--- src/design/dopc_pkg.sv ---
// Package of constants and types for the data operation circuit.
// Behaviour
// - Compare, add or subtract sixteen-bit operands by mode.
// - Interrupt request only when selected condition holds.
// - Compare raises on match or mismatch, configurable.
// - Addition raises on carry beyond 0xffff.
// - Subtraction raises on borrow below zero.
// - Subtraction underflow sets result flag to one.
// - Mode encoding 10b selects subtraction.
package dopc_pkg;
    localparam logic [11:0] ADDR_CTRL     = 12'h000;
    localparam logic [11:0] ADDR_REF      = 12'h004;
    localparam logic [11:0] ADDR_INPUT    = 12'h008;
    localparam logic [11:0] ADDR_STATUS   = 12'h00c;
    localparam int          CTRL_MODE_LSB = 0;
    localparam int          CTRL_MISM_BIT = 2;
    localparam int          CTRL_CLR_BIT  = 3;
    localparam logic [1:0]  MODE_RESET    = 2'h0;
    localparam logic [15:0] REF_RESET     = 16'h0000;
    localparam logic [15:0] INPUT_RESET   = 16'h0000;

    // Operating mode; code 3 is illegal and never raises the flag.
    typedef enum logic [1:0] {
        DOPC_MODE_CMP = 2'b00,
        DOPC_MODE_ADD = 2'b01,
        DOPC_MODE_SUB = 2'b10
    } dopc_mode_t;
endpackage : dopc_pkg

--- src/design/dopc_alu.sv ---
// Sixteen-bit arithmetic core of the data operation circuit.
`timescale 1ns/1ps
module dopc_alu (
    input  wire logic [1:0]  mode,
    input  wire logic        mism_sel,
    input  wire logic [15:0] ref_val,
    input  wire logic [15:0] in_val,
    output logic             cond,
    output logic [15:0]      result
);
    logic [16:0] sum_w;
    logic [16:0] dif_w;

    // One adder and one subtractor; the seventeenth bit is carry or borrow.
    always_comb begin
        sum_w  = {1'b0, ref_val} + {1'b0, in_val};
        dif_w  = {1'b0, ref_val} - {1'b0, in_val};
        cond   = 1'b0;
        result = ref_val;
        case (mode)
            dopc_pkg::DOPC_MODE_CMP: begin
                cond = mism_sel ? (ref_val != in_val) : (ref_val == in_val);
            end
            dopc_pkg::DOPC_MODE_ADD: begin
                cond   = sum_w[16];
                result = sum_w[15:0];
            end
            dopc_pkg::DOPC_MODE_SUB: begin
                cond   = dif_w[16];
                result = dif_w[15:0];
            end
            default: begin
                cond   = 1'b0;
                result = ref_val;
            end
        endcase
    end
endmodule : dopc_alu

--- src/design/dopc_top.sv ---
// APB-attached data operation circuit with sticky result flag and request.
`timescale 1ns/1ps
module dopc_top (
    input  wire logic        ref_clk,
    input  wire logic        rst_n,
    input  wire logic        psel,
    input  wire logic        penable,
    input  wire logic        pwrite,
    input  wire logic [11:0] paddr,
    input  wire logic [31:0] pwdata,
    output logic [31:0]      prdata,
    output logic             pready,
    output logic             pslverr,
    output logic             op_irq
);
    // Register map, one aligned word each, data in bits 15:0:
    //   control   - mode in bits 1:0 (compare, add, subtract), bit 2 selects raising
    //               on a mismatch instead of a match, bit 3 clears the result flag
    //               when written with one and always reads back as zero.
    //   reference - threshold or running value; add and subtract write back here.
    //   input     - each write runs the selected operation on the new sample.
    //   status    - bit 0 is the sticky result flag, read only.
    // Mode code 3 is accepted and read back; an input write only stores the sample, so software that
    // writes it by mistake never sees a false level-judgement event.
    // The whole state lives in one packed struct so that reset and next-state
    // handling cover every field without a chance of one being forgotten.
    typedef struct packed {
        logic [1:0]  mode;
        logic        mism;
        logic [15:0] ref_val;
        logic [15:0] in_val;
        logic        flag;
        logic        irq;
        logic        ready;
        logic        slverr;
        logic [31:0] rdata;
    } dopc_state_t;

    dopc_state_t state_ff;
    dopc_state_t nxt_state;
    logic        alu_cond;
    logic [15:0] alu_result;
    logic        setup_w;
    logic        wr_w;
    logic        in_wr_w;

    // Operation is evaluated on the incoming write data, so the flag settles
    // in the same edge that stores the sample.
    dopc_alu u_dopc_alu (
        .mode     (state_ff.mode),
        .mism_sel (state_ff.mism),
        .ref_val  (state_ff.ref_val),
        .in_val   (pwdata[15:0]),
        .cond     (alu_cond),
        .result   (alu_result)
    );

    // No access takes a wait state: pready rises in the first access cycle.
    assign setup_w = psel && !penable;
    assign wr_w    = psel && penable && state_ff.ready && pwrite;
    assign in_wr_w = wr_w && (paddr == dopc_pkg::ADDR_INPUT);

    // Address decode shared by the error answer and the checks below.
    function automatic logic known_addr(input logic [11:0] a);
        known_addr = (a == dopc_pkg::ADDR_CTRL) || (a == dopc_pkg::ADDR_REF) ||
                     (a == dopc_pkg::ADDR_INPUT) || (a == dopc_pkg::ADDR_STATUS);
    endfunction : known_addr

    // Next-state logic for registers, flag and bus answer.
    always_comb begin
        nxt_state        = state_ff;
        nxt_state.ready  = setup_w;
        nxt_state.slverr = setup_w && !known_addr(paddr);
        nxt_state.rdata  = 32'h0000_0000;
        // Read data are picked in the setup cycle and registered, so prdata comes
        // from a flip-flop in the access cycle; between transfers it reads zero.
        if (setup_w && !pwrite) begin
            unique case (paddr)
                dopc_pkg::ADDR_CTRL:   nxt_state.rdata = {28'h0, 1'b0, state_ff.mism,
                                                          state_ff.mode};
                dopc_pkg::ADDR_REF:    nxt_state.rdata = {16'h0, state_ff.ref_val};
                dopc_pkg::ADDR_INPUT:  nxt_state.rdata = {16'h0, state_ff.in_val};
                dopc_pkg::ADDR_STATUS: nxt_state.rdata = {31'h0, state_ff.flag};
                default:               nxt_state.rdata = 32'h0000_0000;
            endcase
        end
        // Control write; the clear bit is a strobe and is not stored.
        if (wr_w && paddr == dopc_pkg::ADDR_CTRL) begin
            nxt_state.mode = pwdata[dopc_pkg::CTRL_MODE_LSB +: 2];
            nxt_state.mism = pwdata[dopc_pkg::CTRL_MISM_BIT];
            if (pwdata[dopc_pkg::CTRL_CLR_BIT]) begin
                nxt_state.flag = 1'b0;
            end
        end
        // Threshold load from the host.
        if (wr_w && paddr == dopc_pkg::ADDR_REF) begin
            nxt_state.ref_val = pwdata[15:0];
        end
        // A sample write stores the input and runs the selected operation.
        if (in_wr_w) begin
            nxt_state.in_val = pwdata[15:0];
            if (state_ff.mode == dopc_pkg::DOPC_MODE_SUB ||
                state_ff.mode == dopc_pkg::DOPC_MODE_ADD) begin
                nxt_state.ref_val = alu_result;
            end
            // Setting wins over a clear landing in the same cycle.
            if (alu_cond) begin
                nxt_state.flag = 1'b1;
            end
        end
        // Request tracks the sticky flag so it holds until software clears it.
        nxt_state.irq = nxt_state.flag;
    end

    // Single state register with synchronous reset.
    always_ff @(posedge ref_clk) begin
        if (!rst_n) begin
            // Clearing the whole struct first keeps the bus answer and the flag
            // quiet during reset; the named fields then take their reset values.
            state_ff         <= '0;
            state_ff.mode    <= dopc_pkg::MODE_RESET;
            state_ff.ref_val <= dopc_pkg::REF_RESET;
            state_ff.in_val  <= dopc_pkg::INPUT_RESET;
        end else begin
            state_ff <= nxt_state;
        end
    end

    // Every output comes straight from the state register.
    assign prdata  = state_ff.rdata;
    assign pready  = state_ff.ready;
    assign pslverr = state_ff.slverr;
    assign op_irq  = state_ff.irq;

    // Checks on the datapath and flag behaviour. Expected values are worked out
    // from the operands here rather than read from the arithmetic core, so a slip
    // in the core's carry or borrow logic shows up as a failing check.
    chk_sub_underflow: assert property (@(posedge ref_clk) disable iff (!rst_n)
        in_wr_w && state_ff.mode == dopc_pkg::DOPC_MODE_SUB &&
        pwdata[15:0] > state_ff.ref_val |=> state_ff.flag)
        else $error("underflow did not set flag");
    chk_sub_writeback: assert property (@(posedge ref_clk) disable iff (!rst_n)
        in_wr_w && state_ff.mode == dopc_pkg::DOPC_MODE_SUB |=>
        state_ff.ref_val == $past(state_ff.ref_val) - $past(pwdata[15:0]))
        else $error("difference not written back");
    chk_add_writeback: assert property (@(posedge ref_clk) disable iff (!rst_n)
        in_wr_w && state_ff.mode == dopc_pkg::DOPC_MODE_ADD |=>
        state_ff.ref_val == $past(state_ff.ref_val) + $past(pwdata[15:0]))
        else $error("sum not written back");
    chk_add_carry: assert property (@(posedge ref_clk) disable iff (!rst_n)
        in_wr_w && state_ff.mode == dopc_pkg::DOPC_MODE_ADD &&
        ({1'b0, pwdata[15:0]} + {1'b0, state_ff.ref_val}) > 17'h0ffff
        |=> state_ff.flag)
        else $error("carry did not set flag");
    chk_cmp_match: assert property (@(posedge ref_clk) disable iff (!rst_n)
        in_wr_w && state_ff.mode == dopc_pkg::DOPC_MODE_CMP && !state_ff.flag &&
        !((pwdata[15:0] == state_ff.ref_val) ^ state_ff.mism) |=> !state_ff.flag)
        else $error("compare flagged wrongly");
    chk_cmp_keeps_ref: assert property (@(posedge ref_clk) disable iff (!rst_n)
        in_wr_w && state_ff.mode == dopc_pkg::DOPC_MODE_CMP |=>
        state_ff.ref_val == $past(state_ff.ref_val))
        else $error("compare altered reference");
    chk_bad_mode: assert property (@(posedge ref_clk) disable iff (!rst_n)
        in_wr_w && state_ff.mode == 2'h3 |=> state_ff.ref_val == $past(state_ff.ref_val))
        else $error("illegal mode altered reference");
    chk_bad_mode_flag: assert property (@(posedge ref_clk) disable iff (!rst_n)
        in_wr_w && state_ff.mode == 2'h3 && !state_ff.flag |=> !state_ff.flag)
        else $error("illegal mode raised flag");
    chk_sub_code: assert property (@(posedge ref_clk) disable iff (!rst_n)
        in_wr_w && state_ff.mode == 2'h2 && pwdata[15:0] <= state_ff.ref_val &&
        !state_ff.flag |=> !state_ff.flag)
        else $error("no-borrow subtraction flagged");

    // Flag and request.
    chk_flag_sticky: assert property (@(posedge ref_clk) disable iff (!rst_n)
        state_ff.flag && !(wr_w && paddr == dopc_pkg::ADDR_CTRL &&
        pwdata[dopc_pkg::CTRL_CLR_BIT]) |=> state_ff.flag)
        else $error("flag dropped without clear");
    chk_flag_set: assert property (@(posedge ref_clk) disable iff (!rst_n)
        $rose(state_ff.flag) |-> $past(in_wr_w) && $past(alu_cond))
        else $error("flag rose without cause");
    chk_flag_clear: assert property (@(posedge ref_clk) disable iff (!rst_n)
        wr_w && paddr == dopc_pkg::ADDR_CTRL && pwdata[dopc_pkg::CTRL_CLR_BIT] |=>
        !state_ff.flag)
        else $error("clear did not drop flag");
    chk_irq_follows: assert property (@(posedge ref_clk) disable iff (!rst_n)
        !state_ff.flag && !(in_wr_w && alu_cond) |=> !op_irq)
        else $error("request raised without a condition");
    chk_irq_on_cond: assert property (@(posedge ref_clk) disable iff (!rst_n)
        in_wr_w && alu_cond |=> op_irq)
        else $error("condition did not raise request");

    // Register bus: no wait state, a one-cycle answer, an error only for map holes.
    chk_ref_load: assert property (@(posedge ref_clk) disable iff (!rst_n)
        wr_w && paddr == dopc_pkg::ADDR_REF |=> state_ff.ref_val == $past(pwdata[15:0]))
        else $error("reference write lost");
    chk_input_store: assert property (@(posedge ref_clk) disable iff (!rst_n)
        in_wr_w |=> state_ff.in_val == $past(pwdata[15:0]))
        else $error("input write lost");
    chk_ready_access: assert property (@(posedge ref_clk) disable iff (!rst_n)
        setup_w |=> pready)
        else $error("no ready in access cycle");
    chk_ready_pulse: assert property (@(posedge ref_clk) disable iff (!rst_n)
        pready |=> !pready)
        else $error("ready stood longer than one cycle");
    chk_err_unmapped: assert property (@(posedge ref_clk) disable iff (!rst_n)
        setup_w && !known_addr(paddr) |=> pready && pslverr)
        else $error("unmapped access not refused");
    chk_err_mapped: assert property (@(posedge ref_clk) disable iff (!rst_n)
        setup_w && known_addr(paddr) |=> !pslverr)
        else $error("mapped access refused");
    chk_rdata_idle: assert property (@(posedge ref_clk) disable iff (!rst_n)
        !pready |-> prdata == 32'h0000_0000)
        else $error("read data outside access cycle");

    // Main scenarios that a run should reach.
    cov_sub_flag: cover property (@(posedge ref_clk) disable iff (!rst_n)
        in_wr_w && state_ff.mode == dopc_pkg::DOPC_MODE_SUB ##1 $rose(state_ff.flag));
    cov_add_flag: cover property (@(posedge ref_clk) disable iff (!rst_n)
        in_wr_w && state_ff.mode == dopc_pkg::DOPC_MODE_ADD ##1 $rose(state_ff.flag));
    cov_cmp_flag: cover property (@(posedge ref_clk) disable iff (!rst_n)
        in_wr_w && state_ff.mode == dopc_pkg::DOPC_MODE_CMP ##1 $rose(state_ff.flag));
    cov_clear: cover property (@(posedge ref_clk) disable iff (!rst_n) $fell(state_ff.flag));
    cov_unmapped: cover property (@(posedge ref_clk) disable iff (!rst_n) pready && pslverr);
endmodule : dopc_top

--- config.mk ---
export PLATFORM = sky130hd
export DESIGN_NAME = dopc_top
export DESIGN_NICKNAME = d
export VERILOG_FILES = /design/src/design/dopc_pkg.sv /design/src/design/dopc_alu.sv /design/src/design/dopc_top.sv
export SDC_FILE = /design/constraint.sdc
export NUM_CORES = 1
export LEC_CHECK = 0
export ABC_AREA = 1
export BUFFER_PORTS_ARGS = -buffer_cell sky130_fd_sc_hd__buf_2
export CAP_MARGIN = 20
export CORE_ASPECT_RATIO = 0.9
export CORE_MARGIN = 5
export CORE_UTILIZATION = 55
export CTS_BUF_LIST = sky130_fd_sc_hd__clkbuf_4 sky130_fd_sc_hd__clkbuf_8 sky130_fd_sc_hd__clkbuf_16
export CTS_CLUSTER_SIZE = 25
export DETAILED_ROUTE_END_ITERATION = 6
export GPL_ROUTABILITY_DRIVEN = 0
export GPL_TIMING_DRIVEN = 0
export PLACE_DENSITY = 0.87
export SYNTH_ARGS = -nofsm -noshare
export SYNTH_HDL_FRONTEND = slang
export SYNTH_SLANG_ARGS = --single-unit
--- constraint.sdc ---
create_clock -name ref_clk -period 5.43 [get_ports ref_clk]
set_input_delay 0.2715 -clock ref_clk [delete_from_list [all_inputs] [get_ports ref_clk]]
set_output_delay 0.2715 -clock ref_clk [all_outputs]
set_load 0.05 [all_outputs]
==> metrics.yaml, run 1 <==
status: "finished clean"
synth-seq-cells: 54
grt_max_degree: 17
drtPass1Iterations: 5
syn_area_mm2: 0.00480
setup_viol: 0
grt_pass1_vias: 4541
route.detailed.drc: 0
worst_pin_slew_ps: 591
cts_buffer_depth: 2
fp.dieH_um: 98.7
crit_type: "reg2reg"
hold_viol: 0
report.final.slew_viol_count: 0
yosys_warnings: 0
yosysSeqAreaShare: 0.225
avgSynthCellArea_um2: 6.24
grt_pass1_wl_um: 21100
drv_cap: 0
hold_slack_ps: 169
drive_above_1_share: 0.168
postSynth.asyncResetShare: 0
cts_tree: "built"
postCtsSetupRepairBufs: 0
worst_clock_skew_ps: 6.55
leakage_uw: 0.00281
h-tree-depth: 2
design.core.area_mm2: 0.00857
cp-start-kind: "register"
cp_data_required_time_ps: 5610
path_max_fanout: 8
vias: 5020
pwr_density_cell_mw_per_mm2: 139
ctsResizeCount: 0
ys.flop_type: "dfxtp_1"
place_hpwl_um: 10300
rows: 32
worstSkewPairLatency_ps: 310
vdd_drop_max_uv: 111
cts_inserted_buffers: 5
wirelength_um: 12700
grt_overflow: 0
synth_cell_types: 45
relSlewSlack: 0.606
area_growth_pct: 11.6
synth-edff-count: 0
wire_per_inst_um: 13.2
grt.total_usage: 0.239
clk_pin_slew_ps: 100
io_buffer_count: 51
start_util: 0.561
die-area_mm2: 0.0107
die_w_um: 109
worst_ep_arrival_time_ps: 2430
syn-instance-count: 770
synth_top_cell_by_area: "dfxtp_1"
fin_crit_ps: 2250
ys_top_cells_by_area: "dfxtp_1, nand2_1, ha_1"
hold_buffers: 0
cp-end-kind: "register"
first_iter_violations: 445
final_nets: 931
fmax_mhz: 444
n_antenna_cell: 0
viasPerCell: 5.21
hp-class: "in2reg"
cts_sinks: 54
rsz0062_at_grt: "false"
antenna_found_initial: 0
fin_setup_tns_ps: 0
synth.top_cell.area_share: 0.225
antenna_left: 0
clockRootBuffer: "clkbuf_8"
pin_count: 84
finalCritPeriodShare: 0.415
==> logic make-up after synthesis <==
family / Yosys count / synth area share
AND/OR/NAND/NOR: 363 / 0.332
other: 1 / 0.000781
AO/OA/AOI/OAI: 140 / 0.164
adder cells (fa/ha/maj): 39 / 0.105
buffers and inverters: 170 / 0.167
flip-flops: 54 / 0.225
XOR/XNOR: 3 / 0.00547
==> synthesized netlist by cell type (2+ instances only) <==
master,count
nor4_1,2
buf_4,32
fa_1,2
nand3_1,45
o21ai_1,2
o21bai_1,3
or2_1,2
clkinv_1,2
inv_1,102
nand3_4,2
clkbuf_2,2
inv_2,5
nor3_1,5
o21ai_0,42
ha_1,37
nand3_2,4
clkinv_2,2
clkbuf_1,7
nand4_1,3
dfxtp_1,54
nor2_1,48
and2_1,3
xor2_1,2
buf_2,15
nand4_2,2
nor3b_1,2
o22ai_1,3
buf_6,3
o211ai_2,7
nor2_4,3
nand2_4,2
nand2_1,235
a21oi_1,74
o211ai_1,5
==> stage by stage <==
stage / util / std cells / cell area (um2) / total power (uW) / setup WS, ps
after floorplan: - / 785 / 4860 / 489 / 3560
after global placement: 0.614 / 955 / 5260 / 518 / 3270
after detailed placement: 0.614 / 955 / 5260 / 520 / 3230
after CTS: 0.625 / 963 / 5360 / 748 / 3250
after global routing: 0.625 / 963 / 5360 / 782 / 2910
final: 0.625 / 963 / 5360 / 747 / 3180
==> sequential cells by signal, summed over array words and instances (netlist names) <==
signal	count
state_ff	35
pready	1
op_irq	1
pslverr	1
prdata	16
==> layer usage <==
metal | GRT usage | wire, um | part of all wire
met5 | 0 | 0 | 0
met4 | 0.0816 | 463 | 0.036
met3 | 0.0308 | 873 | 0.068
met2 | 0.371 | 5610 | 0.44
met1 | 0.339 | 5800 | 0.45
==> worst max-delay path: stages, from the launching register on <==
cell      delay, ps
dfxtp_1         490
ha_1            290
clkbuf_2        170
nor2_1          280
nand3_1         120
nand3_1         160
nand2_1         130
nand2_1          80
nand2_1          40
o21ai_0         130
nand3_1         110
nand2_1          80
a21oi_1          50
==> cell type report <==
cell class                      instances  area, um2
Buffer                                 59        385
Clock buffer                            6       82.6
Clock inverter                          2       12.5
Fill cell                             838       3210
Inverter                              111        419
Multi-Input combinational cell        561       2970
Sequential cell                        54       1080
Tap cell                              119        149
Timing Repair Buffer                   51        255
==> report_power, final <==
part | switching (uW) | total [uW] | internal, uW | leakage (uW)
clock network | 131 | 234 | 103 | 0.0000472
registers | 0.168 | 396 | 396 | 0.000435
logic | 83.5 | 117 | 33.1 | 0.00233
total | 215 | 747 | 532 | 0.00281
==> final timing paths <==
path	from	slack [ps]	endpoint	depth (start not counted)
hold reg to reg	state_ff[43]	470	prdata[7]	2
setup reg to reg	state_ff[57]	3180	state_ff[66]	12
hold / removal	penable	170	pslverr	2
setup / recovery	state_ff[57]	3180	state_ff[66]	12
==> cells in the final DEF, fill, tap and decap left out, types with 4 or more instances in the layout <==
cell / instances
inv_1: 102
nand3_1: 45
clkbuf_1: 7
buf_4: 32
dfxtp_1: 54
ha_1: 37
nor3_1: 5
inv_2: 5
nand2_1: 235
buf_2: 66
a21oi_1: 74
o21ai_0: 42
o211ai_2: 7
nor2_1: 48
clkbuf_8: 6
conb_1: 16
o211ai_1: 5
nand3_2: 4
Power figures use the tool's default switching activity.
==> run 2: changes to the inputs <==
--- a/config.mk
+++ b/config.mk
@@ -10,13 +10,13 @@
 export CAP_MARGIN = 20
 export CORE_ASPECT_RATIO = 0.9
 export CORE_MARGIN = 5
-export CORE_UTILIZATION = 55
+export CORE_UTILIZATION = 52
 export CTS_BUF_LIST = sky130_fd_sc_hd__clkbuf_4 sky130_fd_sc_hd__clkbuf_8 sky130_fd_sc_hd__clkbuf_16
 export CTS_CLUSTER_SIZE = 25
 export DETAILED_ROUTE_END_ITERATION = 6
 export GPL_ROUTABILITY_DRIVEN = 0
 export GPL_TIMING_DRIVEN = 0
-export PLACE_DENSITY = 0.87
+export PLACE_DENSITY = 0.86
 export SYNTH_ARGS = -nofsm -noshare
 export SYNTH_HDL_FRONTEND = slang
 export SYNTH_SLANG_ARGS = --single-unit
==> constraint.sdc (replaced) <==
create_clock -name ref_clk -period 2 [get_ports ref_clk]
set_input_delay 0.1 -clock ref_clk [delete_from_list [all_inputs] [get_ports ref_clk]]
set_output_delay 0.1 -clock ref_clk [all_outputs]
set_load 0.05 [all_outputs]
==> run 2 against run 1 <==
Compared with the run above: the flow now finishes with violations (negative setup slack); die area is 5.2% higher; hold slack worse by 110 ps; sequential power grew to 2.7 times the previous value; final cell count is 0.21% higher; sequential cell count stayed put; maximum frequency is 12% higher; count of clock-buffer cells in the layout stayed put; critical path depth is 1 lower; cell area is 5.6% higher; power grew to 2.7 times the previous value; critical path type unchanged; critical endpoint is now op_irq; highest routed layer unchanged.
==> metrics.yaml, run 2 (synthesis gave the netlist of run 1 again) <==
pwr_density_cell_mw_per_mm2: 361
crit_type: "reg2reg"
final_nets: 930
wirelength_um: 13700
status: "finished, violations left"
drv_cap: 0
worst_clock_skew_ps: 4.03
start_util: 0.529
drtPass1Iterations: 5
die-area_mm2: 0.0113
cp_data_required_time_ps: 2250
vias: 5117
violations: "negative setup slack"
hold_viol: 0
crit_top_cell: "nand2_1"
h-tree-depth: 2
report.final.slew_viol_count: 0
cts_tree: "built"
power_frac_seq: 0.525
p_clk_frac: 0.302
first_iter_violations: 671
worstSkewPairLatency_ps: 310
grt_overflow: 0
setup_ws_ps: -15.5
fin_setup_tns_ps: -15.5
n_antenna_cell: 0
largest_register_ff_count: 35
crit_family: "simple AND/OR/NAND/NOR gates"
critPathMaxStageDelay_ps: 380
grt_pass1_wl_um: 21600
viasPerCell: 5.30
clk_pin_slew_ps: 100
worst_ep_arrival_time_ps: 2260
path_cells: "ha_1, buf_2, inv_1, nor3_4, nand2_1, nor2_1, xor2_1, nand2_1, nand3_1, nand2_1, a21oi_1"
cp-end-kind: "register"
slowest_stage: "dfxtp_1"
io_buffer_count: 51
swShare: 0.294
die_w_um: 111
final_common_cell: "nand2_1"
combPwrFrac: 0.173
setup_viol: 1
drive_above_1_share: 0.246
largest_register: "state_ff"
pin_count: 84
fin_crit_ps: 2020
finalCritPeriodShare: 1.01
hold_slack_ps: 55.0
rows: 33
cts_sinks: 54
vdd_drop_max_uv: 278
grt_pass1_vias: 4555
path_buf_inv: 2
regArea_mm2: 0.00110
fp.dieH_um: 101
area_growth_pct: 17.8
final_cell_mix: "nand2_1, inv_1, a21oi_1, buf_2, dfxtp_1"
antenna_left: 0
grt.total_usage: 0.230
power_switching_uw: 600
worst_pin_slew_ps: 569
route.detailed.drc: 0
place_hpwl_um: 10600
grt_max_degree: 17
wire_per_inst_um: 14.2
hp-class: "in2reg"
rsz0062_at_grt: "true"
leakage_uw: 0.00288
clockRootBuffer: "clkbuf_8"
antenna_found_initial: 0
place_ws_ps: -168
path_max_fanout: 8
cp-start-kind: "register"
p_int_uw: 1440
fill_cells: 869
cts_inserted_buffers: 5
multiInputGateArea_mm2: 0.00321
cts_buffer_depth: 2
design.core.area_mm2: 0.00908
relSlewSlack: 0.620
fmax_mhz: 496
-- run 2: worst paths after layout --
path / depth (start not counted) / slack (ps) / to / start
setup / recovery: 11 / -20 / op_irq / state_ff[66]
hold / removal: 3 / 50 / pslverr / psel
setup reg to reg: 11 / -20 / op_irq / state_ff[66]
hold reg to reg: 2 / 460 / state_ff[36] / state_ff[36]
-- run 2: per-layer routing --
layer | wire length, um | global-route usage | up-vias
li1 | - | - | 2547
met1 | 5870 | 0.313 | 2313
met2 | 6380 | 0.386 | 223
met3 | 1080 | 0.0352 | 34
met4 | 331 | 0.0571 | 0
met5 | 0 | 0 | -
-- run 2: worst register-to-register path: cells and delay by family, from the launching register on --
kind,cells,cell delay (ps)
XOR/XNOR,1,160
adder cells (fa/ha/maj),1,290
AND/OR/NAND/NOR,6,700
AO/OA/AOI/OAI,1,120
flip-flops,1,380
buffers and inverters,2,300
-- run 2: final cells by class --
type / count / share of cell area
repair buffers: 53 / 0.0482
flip-flops and latches: 54 / 0.195
clock buffers: 6 / 0.0135
plain buffers: 56 / 0.0710
multi-input cells: 561 / 0.568
inverters: 111 / 0.0745
clock inverters: 2 / 0.00243
well taps: 122 / 0.0270
-- run 2: per-stage QoR --
step                      instance area [um2]  power [uW]   util  cells
after floorplan                          4860        1330      -    785
after global placement                   5270        1410  0.580    958
after detailed placement                 5270        1410  0.580    958
after CTS                                5410        2010  0.596    966
after global routing                     5660        2140  0.623    965
final                                    5660        2040  0.623    965
-- run 2: power groups by stage --
stage	clock network, uW	logic (uW)	registers (uW)
floorplan	0	221	1110
finish	616	353	1070
global placement	0	306	1100
detailed placement	0	312	1100
CTS	618	317	1080
global route	684	384	1070
-- run 2: what timing repair did --
item | CTS | global route
buffers inserted | 0 | 1
gates resized for setup | 18 | 81
endpoints found under the setup margin | 16 | 21
pin swaps | 0 | 7
endpoints found under the hold margin | 1 | 0
hold buffers | 1 | 0
